### config.mk
export PLATFORM = sky130hd
export DESIGN_NAME = rcs_clk_ctrl
export DESIGN_NICKNAME = d
export VERILOG_FILES = /design/src/logic/rcs_pkg.sv /design/src/logic/rcs_clk_ctrl.sv
export SDC_FILE = /design/constraint.sdc
export NUM_CORES = 1
export LEC_CHECK = 0
export BUFFER_PORTS_ARGS = -buffer_cell sky130_fd_sc_hd__buf_2
export CORE_MARGIN = 5
export CORE_UTILIZATION = 46
export DETAILED_ROUTE_END_ITERATION = 10
export PLACE_DENSITY = 0.76
export SLEW_MARGIN = 20
export SYNTH_ARGS = -nofsm -noshare
export SYNTH_HDL_FRONTEND = slang
export SYNTH_SLANG_ARGS = --single-unit
### constraint.sdc
create_clock -name mclk_i -period 4.05 [get_ports mclk_i]
set_input_delay 0.2025 -clock mclk_i [delete_from_list [all_inputs] [get_ports mclk_i]]
set_output_delay 0.2025 -clock mclk_i [all_outputs]
set_load 0.02 [all_outputs]
### src/logic/rcs_pkg.sv
// Package of constants and types for reference clock select and request
package rcs_pkg;

  // Clock rate and low-power clock timing
  localparam int unsigned MCLK_HZ         = 25_000_000;
  localparam int unsigned SLOW_HZ         = 32_768;
  localparam int unsigned SLOW_PERIOD_CYC = MCLK_HZ / SLOW_HZ;
  localparam int unsigned SLOW_TOL_CYC    = 4;
  localparam int unsigned SLOW_MIN_CYC    = SLOW_PERIOD_CYC - SLOW_TOL_CYC;
  localparam int unsigned SLOW_MAX_CYC    = SLOW_PERIOD_CYC + SLOW_TOL_CYC;
  localparam int unsigned SLOW_STABLE_PER = 4;
  localparam int unsigned DET_PERIODS     = 64;
  localparam int unsigned REF_TICK_DIV    = 16;
  localparam int unsigned DET_CNT_TOL     = 3;

  // Frequency limits and defaults in Hz; trim step and range in ppm
  localparam logic [25:0] FREQ_DEFAULT_HZ = 26'd20_000_000;
  localparam logic [25:0] FREQ_MIN_HZ     = 26'd12_000_000;
  localparam logic [25:0] FREQ_MAX_HZ     = 26'd52_000_000;
  localparam int unsigned TRIM_STEP_PPM   = 2;
  localparam int unsigned TRIM_RANGE_PPM  = 50;
  localparam logic signed [7:0] TRIM_MAX_STEPS =
    8'(TRIM_RANGE_PPM / TRIM_STEP_PPM);

  localparam int unsigned STD_NUM = 17;

  // Standard reference frequencies
  localparam logic [25:0] STD_FREQ_HZ [STD_NUM] = '{
    26'd12_000_000, 26'd13_000_000, 26'd14_400_000, 26'd15_360_000,
    26'd16_200_000, 26'd16_800_000, 26'd18_000_000, 26'd19_200_000,
    26'd19_440_000, 26'd19_680_000, 26'd19_800_000, 26'd20_000_000,
    26'd24_000_000, 26'd26_000_000, 26'd33_600_000, 26'd37_400_000,
    26'd38_400_000
  };

  // Expected divided-reference ticks over DET_PERIODS low-power periods
  localparam logic [12:0] STD_DET_CNT [STD_NUM] = '{
    13'd1465, 13'd1587, 13'd1758, 13'd1875, 13'd1978, 13'd2051,
    13'd2197, 13'd2344, 13'd2373, 13'd2402, 13'd2417, 13'd2441,
    13'd2930, 13'd3174, 13'd4102, 13'd4565, 13'd4688
  };

  // Where the reference setting came from
  typedef enum logic [1:0] {
    RCS_SRC_DEFAULT = 2'h0,
    RCS_SRC_CONFIG  = 2'h1,
    RCS_SRC_DETECT  = 2'h2
  } rcs_src_e;

  // Power-on selection sequence
  typedef enum logic [3:0] {
    RCS_ST_CFG_WAIT = 4'h1,
    RCS_ST_OSC_CHK  = 4'h2,
    RCS_ST_MEASURE  = 4'h4,
    RCS_ST_DONE     = 4'h8
  } rcs_state_e;

  // Settings delivered by the config_memory loader
  typedef struct packed {
    logic               freq_present;
    logic [25:0]        freq_hz;
    logic               trim_present;
    logic signed [7:0]  trim_steps;
  } rcs_cfg_s;

endpackage

### src/logic/rcs_clk_ctrl.sv
// Reference clock selection at power-on and clock request pin logic
//
// How it works
// - Request asserted awake, deasserted in sleep
// - Request is active high
// - Sleep timing uses low-power clock source
// - Request pin reassignable to general-purpose use
// - OR option: system request OR internal state
// - OR path combinational, independent of core
// - Default reference frequency is 20 MHz
// - Load frequency and trim from config memory
// - Auto-detect only with stable low-power clock
// - Detect only the seventeen standard frequencies
// - Detect needs 50/250 ppm source accuracy
// - Programmed frequency accepted from 12 to 52 MHz
// - Trim corrects up to plus/minus 50 ppm
// - Link and audio timing use configured frequency
`timescale 1ns/1ps

module rcs_clk_ctrl #(
  parameter int unsigned DET_PERIODS = rcs_pkg::DET_PERIODS
) (
  input  wire logic               mclk_i,
  input  wire logic               rst_n_i,
  input  wire logic               clk_en_i,
  input  wire logic               cfg_done_i,
  input  wire rcs_pkg::rcs_cfg_s  cfg_i,
  input  wire logic               low_power_oscillator_i,
  input  wire logic               ref_tick_i,
  input  wire logic               awake_i,
  input  wire logic               or_mode_i,
  input  wire logic               sys_req_i,
  input  wire logic               pin_clkreq_sel_i,
  input  wire logic               pin_gpio_out_i,
  input  wire logic               pin_gpio_oe_n_i,
  output logic                    clk_req_pin_o,
  output logic                    clk_req_pin_oe_n_o,
  output logic                    lp_timebase_o,
  output logic                    low_power_oscillator_ok_o,
  output logic [25:0]             ref_freq_hz_o,
  output logic signed [7:0]       trim_steps_o,
  output rcs_pkg::rcs_src_e       freq_src_o,
  output logic                    freq_ready_o
);

  localparam logic [10:0] PER_MIN = 11'(rcs_pkg::SLOW_MIN_CYC);
  localparam logic [10:0] PER_MAX = 11'(rcs_pkg::SLOW_MAX_CYC);
  localparam logic [6:0]  DET_N   = 7'(DET_PERIODS);
  localparam logic [2:0]  STABLE_N = 3'(rcs_pkg::SLOW_STABLE_PER);
  localparam logic [12:0] CNT_TOL = 13'(rcs_pkg::DET_CNT_TOL);

  logic [1:0]              rst_sync_q;
  logic                    rst_n;
  rcs_pkg::rcs_state_e     state_q;
  logic                    lp_osc_prev_q;
  logic                    lp_osc_rise;
  logic [10:0]             per_cnt_q;
  logic                    per_good;
  logic                    per_late;
  logic [2:0]              stable_q;
  logic [6:0]              det_per_q;
  logic [12:0]             tick_cnt_q;
  logic                    req_q;
  logic                    or_mode_q;
  logic                    pin_sel_q;
  logic                    gpio_out_q;
  logic                    gpio_oe_n_q;
  logic [rcs_pkg::STD_NUM-1:0] hit;
  logic                    any_hit;
  logic [25:0]             hit_freq;
  logic                    cfg_freq_ok;
  logic signed [7:0]       trim_clamped;

  // Reset release through two flops; assertion stays asynchronous
  always_ff @(posedge mclk_i or negedge rst_n_i)
  begin
    if (!rst_n_i)
      rst_sync_q <= 2'h0;
    else
      rst_sync_q <= {rst_sync_q[0], 1'b1};
  end
  assign rst_n = rst_sync_q[1];

  // Low-power clock period checker
  assign lp_osc_rise = low_power_oscillator_i & ~lp_osc_prev_q;
  assign per_good = lp_osc_rise && per_cnt_q >= PER_MIN
                    && per_cnt_q <= PER_MAX;
  assign per_late = per_cnt_q > PER_MAX;

  always_ff @(posedge mclk_i or negedge rst_n)
  begin
    if (!rst_n)
    begin
      lp_osc_prev_q <= 1'b0;
      per_cnt_q     <= 11'h0;
    end
    else if (clk_en_i)
    begin
      lp_osc_prev_q <= low_power_oscillator_i;
      if (lp_osc_rise)
        per_cnt_q <= 11'h1;
      else if (!per_late)
        per_cnt_q <= per_cnt_q + 11'h1;
    end
  end

  // Standard table match, one comparator per entry
  genvar gi;
  generate
    for (gi = 0; gi < rcs_pkg::STD_NUM; gi++)
    begin : g_match
      assign hit[gi] =
        (tick_cnt_q + CNT_TOL >= rcs_pkg::STD_DET_CNT[gi]) &&
        (tick_cnt_q <= rcs_pkg::STD_DET_CNT[gi] + CNT_TOL);
    end
  endgenerate

  always_comb
  begin
    any_hit  = 1'b0;
    hit_freq = rcs_pkg::FREQ_DEFAULT_HZ;
    for (int i = 0; i < rcs_pkg::STD_NUM; i++)
    begin
      if (hit[i] && !any_hit)
      begin
        any_hit  = 1'b1;
        hit_freq = rcs_pkg::STD_FREQ_HZ[i];
      end
    end
  end

  // Config frequency outside the range is treated as absent
  assign cfg_freq_ok = cfg_i.freq_present
                       && cfg_i.freq_hz >= rcs_pkg::FREQ_MIN_HZ
                       && cfg_i.freq_hz <= rcs_pkg::FREQ_MAX_HZ;

  always_comb
  begin
    if (cfg_i.trim_steps > rcs_pkg::TRIM_MAX_STEPS)
      trim_clamped = rcs_pkg::TRIM_MAX_STEPS;
    else if (cfg_i.trim_steps < -rcs_pkg::TRIM_MAX_STEPS)
      trim_clamped = -rcs_pkg::TRIM_MAX_STEPS;
    else
      trim_clamped = cfg_i.trim_steps;
  end

  // Power-on selection sequence
  always_ff @(posedge mclk_i or negedge rst_n)
  begin
    if (!rst_n)
    begin
      state_q       <= rcs_pkg::RCS_ST_CFG_WAIT;
      stable_q      <= 3'h0;
      det_per_q     <= 7'h0;
      tick_cnt_q    <= 13'h0;
      ref_freq_hz_o <= rcs_pkg::FREQ_DEFAULT_HZ;
      trim_steps_o  <= 8'sh0;
      freq_src_o    <= rcs_pkg::RCS_SRC_DEFAULT;
      freq_ready_o  <= 1'b0;
      low_power_oscillator_ok_o <= 1'b0;
    end
    else if (clk_en_i)
    begin
      unique case (state_q)
        rcs_pkg::RCS_ST_CFG_WAIT:
        begin
          if (cfg_done_i)
          begin
            if (cfg_i.trim_present)
              trim_steps_o <= trim_clamped;
            if (cfg_freq_ok)
            begin
              ref_freq_hz_o <= cfg_i.freq_hz;
              freq_src_o    <= rcs_pkg::RCS_SRC_CONFIG;
              state_q       <= rcs_pkg::RCS_ST_DONE;
            end
            else
              state_q <= rcs_pkg::RCS_ST_OSC_CHK;
          end
        end
        rcs_pkg::RCS_ST_OSC_CHK:
        begin
          // Needs several clean periods in a row before trusting it
          if (per_late || (lp_osc_rise && !per_good))
          begin
            stable_q <= 3'h0;
            if (per_late)
              state_q <= rcs_pkg::RCS_ST_DONE;
          end
          else if (per_good)
          begin
            if (stable_q == STABLE_N - 3'h1)
            begin
              low_power_oscillator_ok_o <= 1'b1;
              det_per_q    <= 7'h0;
              tick_cnt_q   <= 13'h0;
              state_q      <= rcs_pkg::RCS_ST_MEASURE;
            end
            else
              stable_q <= stable_q + 3'h1;
          end
        end
        rcs_pkg::RCS_ST_MEASURE:
        begin
          if (ref_tick_i && tick_cnt_q != 13'h1fff)
            tick_cnt_q <= tick_cnt_q + 13'h1;
          if (per_late || (lp_osc_rise && !per_good))
          begin
            // Unstable low-power clock: detection result not trusted
            low_power_oscillator_ok_o <= 1'b0;
            state_q      <= rcs_pkg::RCS_ST_DONE;
          end
          else if (per_good)
          begin
            if (det_per_q == DET_N - 7'h1)
            begin
              if (any_hit)
              begin
                ref_freq_hz_o <= hit_freq;
                freq_src_o    <= rcs_pkg::RCS_SRC_DETECT;
              end
              state_q <= rcs_pkg::RCS_ST_DONE;
            end
            else
              det_per_q <= det_per_q + 7'h1;
          end
        end
        rcs_pkg::RCS_ST_DONE:
        begin
          // Consumers time their bits from this value only once ready
          freq_ready_o <= 1'b1;
          if (low_power_oscillator_ok_o && per_late)
            low_power_oscillator_ok_o <= 1'b0;
          else if (per_good)
            low_power_oscillator_ok_o <= 1'b1;
        end
        default:
          state_q <= rcs_pkg::RCS_ST_CFG_WAIT;
      endcase
    end
  end

  // Awake/sleep state and sleep timebase
  always_ff @(posedge mclk_i or negedge rst_n)
  begin
    if (!rst_n)
    begin
      req_q         <= 1'b1;
      lp_timebase_o <= 1'b0;
    end
    else if (clk_en_i)
    begin
      req_q         <= awake_i;
      lp_timebase_o <= ~awake_i;
    end
  end

  // Pin function selection
  always_ff @(posedge mclk_i or negedge rst_n)
  begin
    if (!rst_n)
    begin
      or_mode_q   <= 1'b0;
      pin_sel_q   <= 1'b1;
      gpio_out_q  <= 1'b0;
      gpio_oe_n_q <= 1'b1;
    end
    else if (clk_en_i)
    begin
      or_mode_q   <= or_mode_i;
      pin_sel_q   <= pin_clkreq_sel_i;
      gpio_out_q  <= pin_gpio_out_i;
      gpio_oe_n_q <= pin_gpio_oe_n_i;
    end
  end

  // The OR path is left combinational so a system request still reaches
  // the oscillator with the clock stopped or frozen
  always_comb
  begin
    if (!pin_sel_q)
    begin
      clk_req_pin_o      = gpio_out_q;
      clk_req_pin_oe_n_o = gpio_oe_n_q;
    end
    else
    begin
      // Relies on the system driving sys_req_i to a defined level
      clk_req_pin_o      = req_q | (or_mode_q & sys_req_i);
      clk_req_pin_oe_n_o = 1'b0;
    end
  end

endmodule

# Yosys cells after proc, flatten, opt, wreduce, memory -nomap -nowiden

Cells that the tools add are included.

Bits in registers: 85
Output and inout bits: 41

Add/sub/neg operators: 5
$lt $le $gt $ge: 41
Eq/ne operators: 27
Mux-type cells: 86
Bitwise logic cells: 6
Reduce and logical (&&, ||, !) cells: 71

Operators by type and width:

| kind                   | count |
|---|---|
| $mux W26               | 22 |
| $ge A13 B12 Y1 const B | 9 |
| $le A13 B12 Y1 const B | 9 |
| $ge A13 B11 Y1 const B | 5 |
| $le A13 B11 Y1 const B | 5 |
| $mux W13               | 4 |
| $pmux W26 S2           | 1 |
| $mux W7                | 6 |
| $logic_and A1 B1 Y1    | 40 |
| $ge A13 B13 Y1 const B | 3 |
| $le A13 B13 Y1 const B | 3 |
| $mux W4                | 9 |
| $ne A2 B2 Y1 const B   | 14 |
| $ge A26 B24 Y1 const B | 1 |
| $le A26 B26 Y1 const B | 1 |
| $pmux W13 S2           | 1 |
| $mux W1                | 25 |
| $mux W25               | 1 |
| $reduce_and A8 Y1      | 3 |
| $mux W11               | 2 |
| $ne A3 B3 Y1 const B   | 6 |
| $logic_not A1 Y1       | 17 |
| $mux W8                | 2 |
| $pmux W4 S4            | 1 |
| 32 further kinds       | 46 |

# Depth between registers and ports, before layout

Word-level depth: 57
Depth in mapped cells: 17
Gate-level depth less buffers: 11

# Least setup slack after synthesis

No wires, ideal clock.

Kind: reg2reg
Start point: reg tick_cnt_q[0]
End point: reg ref_freq_hz_o[12]
Setup time: 0.128 ns
Data arrival time: 4.223 ns
Required time: 3.922 ns
Slack: -0.301 ns
Cell stages (with the launch flop): 16
Path buffers: 4
Clock period less this slack: 4.351 ns
Cell sequence: dfrtp_1 > buf_2 > clkbuf_1 > inv_1 > ha_1 > buf_2 > nand4b_2 > o31a_1 > nor4_4 > a31oi_1 > o2bb2ai_1 > o211ai_1 > or4b_1 > o31ai_4 > buf_6 > mux2_1

Longest elaborated chain between the ends: 57
Elaborated cells on any way between the ends: 125
Those cells by class: add/sub (1); order compare (34); eq/ne (1); mux (39); reduce/logical (50)

RTL lines:

| item                   | RTL line            | RTL |
|---|---|---|
| from (decl)            | rcs_clk_ctrl.sv:62  | `logic [12:0] tick_cnt_q;` |
| from (signal assigned) | rcs_clk_ctrl.sv:206 | `tick_cnt_q <= tick_cnt_q + 13'h1;` |
| $add A13 B2 Y13        | rcs_clk_ctrl.sv:113 | `(tick_cnt_q + CNT_TOL >= rcs_pkg::STD_DET_CNT[gi]) &&` |
| $ge A13 B11 Y1         | rcs_clk_ctrl.sv:113 |  |
| $logic_and A1 B1 Y1    | rcs_clk_ctrl.sv:113 |  |
| $mux W1                | rcs_clk_ctrl.sv:124 | `if (hit[i] && !any_hit)` |
| $logic_not A1 Y1       | rcs_clk_ctrl.sv:124 |  |
| $logic_and A1 B1 Y1    | rcs_clk_ctrl.sv:124 |  |
| $mux W1                | rcs_clk_ctrl.sv:124 |  |
| $logic_not A1 Y1       | rcs_clk_ctrl.sv:124 |  |
| [41 not listed]        | n/a                 |  |
| $logic_not A1 Y1       | rcs_clk_ctrl.sv:124 |  |
| $logic_and A1 B1 Y1    | rcs_clk_ctrl.sv:124 |  |
| $mux W26               | rcs_clk_ctrl.sv:124 |  |
| $mux W26               | rcs_clk_ctrl.sv:217 | `if (any_hit)` |
| $mux W26               | rcs_clk_ctrl.sv:215 | `if (det_per_q == DET_N - 7'h1)` |
| $mux W26               | rcs_clk_ctrl.sv:213 | `else if (per_good)` |
| $mux W26               | rcs_clk_ctrl.sv:207 | `if (per_late \|\| (lp_osc_rise && !per_good))` |
| $pmux W26 S2           | rcs_clk_ctrl.sv:164 | `unique case (state_q)` |
| to (signal assigned)   | rcs_clk_ctrl.sv:156 | `ref_freq_hz_o <= rcs_pkg::FREQ_DEFAULT_HZ;` |
| to (signal assigned)   | rcs_clk_ctrl.sv:173 | `ref_freq_hz_o <= cfg_i.freq_hz;` |
| to (signal assigned)   | rcs_clk_ctrl.sv:219 | `ref_freq_hz_o <= hit_freq;` |
| to (decl)              | rcs_clk_ctrl.sv:40  | `output logic [25:0] ref_freq_hz_o,` |

Parallel ways exist; a longest one is shown, timed or not. The select of a mux whose other input is x is not followed.
A chain may end at the register's enable or synchronous reset.

# Final worst setup path

Start point: reg tick_cnt_q[1]
End point: reg ref_freq_hz_o[19]

Same word-level chain as after synthesis.

==> metrics.md <==
| Metric | Value |
|---|---|
| Overall power | `2.941 mW` |
| Final hold slack | `0.04042 ns` |
| Crit start category | `register` |
| Worst EP required | `4.28 ns` |
| Final Core Density | `55.43%` |
| Fillcell total | `between 1,000 and 1,500` |
| Layout cells sized above 1 | `22.85%` |
| Core area | `15,310 um2` |
| Mapped Cells | `903` |
| Clock period minus worst slack | `roughly 4 ns` |
| Post-synthesis net count | `962` |
| Worst skew pair latency | `0.35 ns` |
| Post-synth ARST share | `between 90% and 100%` |
| Initial core utilization | `between 40% and 50%` |
| Met2 wire length | `10.27 mm` |
| Clock network fraction of total power | `30.0%` |
| Sequential fraction of design power | `42.2%` |
| Vias | `7,715` |
| Synthesized area | `around 7200 um2` |
| Fin crit share | `96.63%` |
| WL met3 | `about 2.6 mm` |
| CP endpoint kind | `register` |
| Critical path class | `reg -> reg` |
| First-pass GRT wire length | `37.60 mm` |
| YS warnings | `0` |
| Port buffer count | `88` |
| Avg Cell Area, Syn | `8.007 um2` |
| Die Span Y | `135.4 um` |
| Leak | `about 3.6 nW` |
| Hold Fails Final Rpt | `0` |
| Power Dens Cells | `between 300 and 400 nW/um2` |
| Gr usage total | `25.54%` |
| Die X | `135.4 um` |
| DPL Wire Length | `18.31 mm` |
| CTS tree | `built` |
| Antenna cell count | `0` |
| GPL Wtd Cong | `between 1 and 1.5` |
| Drt total wl | `23.63 mm` |
| CP Max Fanout | `25` |
| Remaining antenna violation count | `0` |
| Post-synthesis sequential area ratio | `29.62%` |
| CTS max path bufs | `2` |
| Maxcap violations | `0` |
| Yosys reg bits | `85` |
| Maximum VDD drop | `0.2737 mV` |
| M1 WL | `around 10 mm` |
| Final net count | `1,056` |
| Setup Buffers After CTS | `0` |
| Grt total ovfl | `0` |
| Post-synthesis cell type count | `91` |
| Via density | `around 6.4` |
| Final Skew | `0.006451 ns` |
| Worst-Margin Slew | `0.8713 ns` |
| Unrepaired setup endpoints after global routing | `false` |
| Root Buffer | `clkbuf_16` |
| Initial antenna violation count | `0` |
| Slew Viols, Final | `0` |
| H-tree Lvls | `3` |
| Sink Count | `85` |
| Type of the worst min-delay path | `in -> reg` |
| CTS buffer count | `9` |
| Setup TNS | `0 ns` |
| DR pass1 iterations | `6` |
| Normalized max-slew margin | `41.30%` |
| Vias in the first global route | `just over 7,000` |
| Top-Level Pins | `89` |
| EDFF count, synth | `0` |
| Most common flop cell mapped by yosys | `dfrtp_1` |
| Comb pwr share | `~28%` |
| Die area | `18,330 um2` |
| Fmax | `about 0.26 GHz` |
| Switching share of total power | `35.14%` |
| DRC Markers | `0` |
| Drt initial violations | `840` |
| Highest Signal Layer | `met4` |
| Row Count | `45` |
| Net Sw Power | `1.033 mW` |
| Largest net degree at the start of global routing | `between 50 and 60` |
| Clk slew on worst S/H paths | `around 0.07 ns` |
| Syn-to-layout area delta | `17.41%` |
| Status | `finished clean` |
| # setup viols final | `0` |
| WL per Instance | `19.48 um` |
| Arrival @ worst endpoint | `a little over 4 ns` |
| Pint | `about 1.9 mW` |
-- power groups by stage --
stage	Clock (mW)	Sequential [mW]	Combinational (mW)
after CTS	0.900	1.24	0.827
after floorplan	0	1.45	0.312
final	0.881	1.24	0.817
after detailed placement	0	1.26	0.825
after global routing	0.940	1.27	0.890
after global placement	0	1.25	0.806
-- final timing paths --
path | slack [ns] | cells after the start | end | from
min in group asynchronous | 0.17 | 2 | rst_sync_q[1]$_DFF_PN0_ | rst_n_i
setup / recovery | 0.14 | 12 | ref_freq_hz_o[19]$_DFFE_PN0P_ | tick_cnt_q[1]$_DFFE_PN0P_
max in group asynchronous | 2.76 | 1 | ref_freq_hz_o[24]$_DFFE_PN1P_ | rst_sync_q[1]$_DFF_PN0_
hold / removal | 0.04 | 2 | lp_timebase_o$_DFFE_PN0P_ | awake_i
setup reg to reg | 0.14 | 12 | ref_freq_hz_o[19]$_DFFE_PN0P_ | tick_cnt_q[1]$_DFFE_PN0P_
hold reg to reg | 0.35 | 0 | rst_sync_q[1]$_DFF_PN0_ | rst_sync_q[0]$_DFF_PN0_
-- Yosys cell counts (5+ instances only) --
library cell,instances,share of area [%]
xor2_1,10,1.2
o31ai_1,7,0.73
or3_1,10,0.87
nand4_1,16,1.4
nor2b_1,16,1.4
nand2b_1,10,0.87
buf_1,5,0.26
a211oi_1,15,1.6
o21ai_0,53,3.7
and3_1,12,1.0
nand2_1,74,3.8
mux2_2,14,2.2
nor4_1,23,2.0
nor4b_1,6,0.73
buf_2,21,1.5
a21o_1,14,1.5
mux2_1,8,1.2
or2_2,8,0.69
mux2i_1,15,2.1
and2_1,14,1.2
inv_1,36,1.9
clkbuf_1,36,1.9
nor3_1,35,2.4
dfrtp_1,73,25
a21oi_1,58,4.0
a32oi_1,7,0.85
nor2_1,82,4.3
o21a_1,9,0.93
a311oi_1,5,0.61
xnor2_1,13,1.6
a41oi_1,6,0.73
nand3_1,22,1.5
ha_1,11,1.9
a31oi_1,19,1.6
nor3b_1,7,0.73
dfstp_2,12,4.4
-- area by class of cell --
class / instances / area (um2) / share of cell area, %
multi-input cells: 717 / 4701 / 55.37
flip-flops and latches: 85 / 2146 / 25.28
clock inverters: 7 / 92.59 / 1.091
inverters: 36 / 135.1 / 1.592
clock buffers: 9 / 225.2 / 2.653
well taps: 211 / 264.0 / 3.110
repair buffers: 148 / 925.9 / 10.91
-- per-layer routing --
metal | track usage (%) | vias to the layer above
met2 | 38.05 | 477
met4 | 10.41 | 0
met5 | 0 | -
met1 | 35.08 | 3579
met3 | 6.872 | 81
li1 | - | 3578
-- flip-flops by register name, indices dropped and copies added, names as in the netlist, 2 cells and up --
name,count
freq_src_o,2
det_per_q,7
trim_steps_o,8
ref_freq_hz_o,26
per_cnt_q,11
stable_q,3
rst_sync_q,2
tick_cnt_q,13
state_q,4
-- through the flow --
step	std cells	instance area, um2	worst slack, ns
detailed placement	1196	8140	0.1385
CTS	1213	8468	0.1291
finish	1213	8489	0.1367
global route	1213	8489	0.001786
global placement	1196	8140	0.1218
floorplan	903	7264	0.03211
-- cells in the final DEF (no fill, tap or decap), types with 11 or more instances in the layout --
cell type  instances
a21o_1            14
nand4_1           16
nor3_1            35
and2_1            14
nor4_1            23
nor2_1            82
buf_2             88
nand3_1           22
a31oi_1           19
inv_1             35
xnor2_1           13
a21oi_1           57
mux2_2            14
ha_1              11
nand2_1           74
o21ai_0           52
a211oi_1          15
nor2b_1           16
and3_1            12
mux2i_1           15
dfstp_2           12
buf_4             55
dfrtp_1           72
-- kinds of logic (layout without fill, tap and decap cells) --
family	after synthesis	count (layout)	share of synthesized area, %
xor gates and xnor gates	23	23	2.786
other	1	1	0.05186
muxes	37	37	5.503
and+or+nand+nor	370	370	27.51
DFF	85	85	29.62
adders and majority gates	11	11	1.903
AOI/OAI and AO/OA	275	275	26.75
buffers and inverters	101	200	5.866
-- repair_timing --
item,4_1_cts,5_1_grt
hold buffers,1,0
endpoints found under the setup margin,0,18
gates resized for setup,0,7
hold endpoints to repair,2,0
-- worst max-delay path, cell delays in order (launching register included) --
cell,delay (ns)
dfrtp_1,0.38
buf_4,0.22
o2111ai_2,0.44
buf_4,0.24
nor4_1,0.07
nor3_1,0.44
nor4_1,0.12
a211oi_2,0.29
o211ai_1,0.14
or4b_4,0.53
o31ai_4,0.29
buf_4,0.25
mux2_2,0.36
Power figures use the tool's default switching activity.
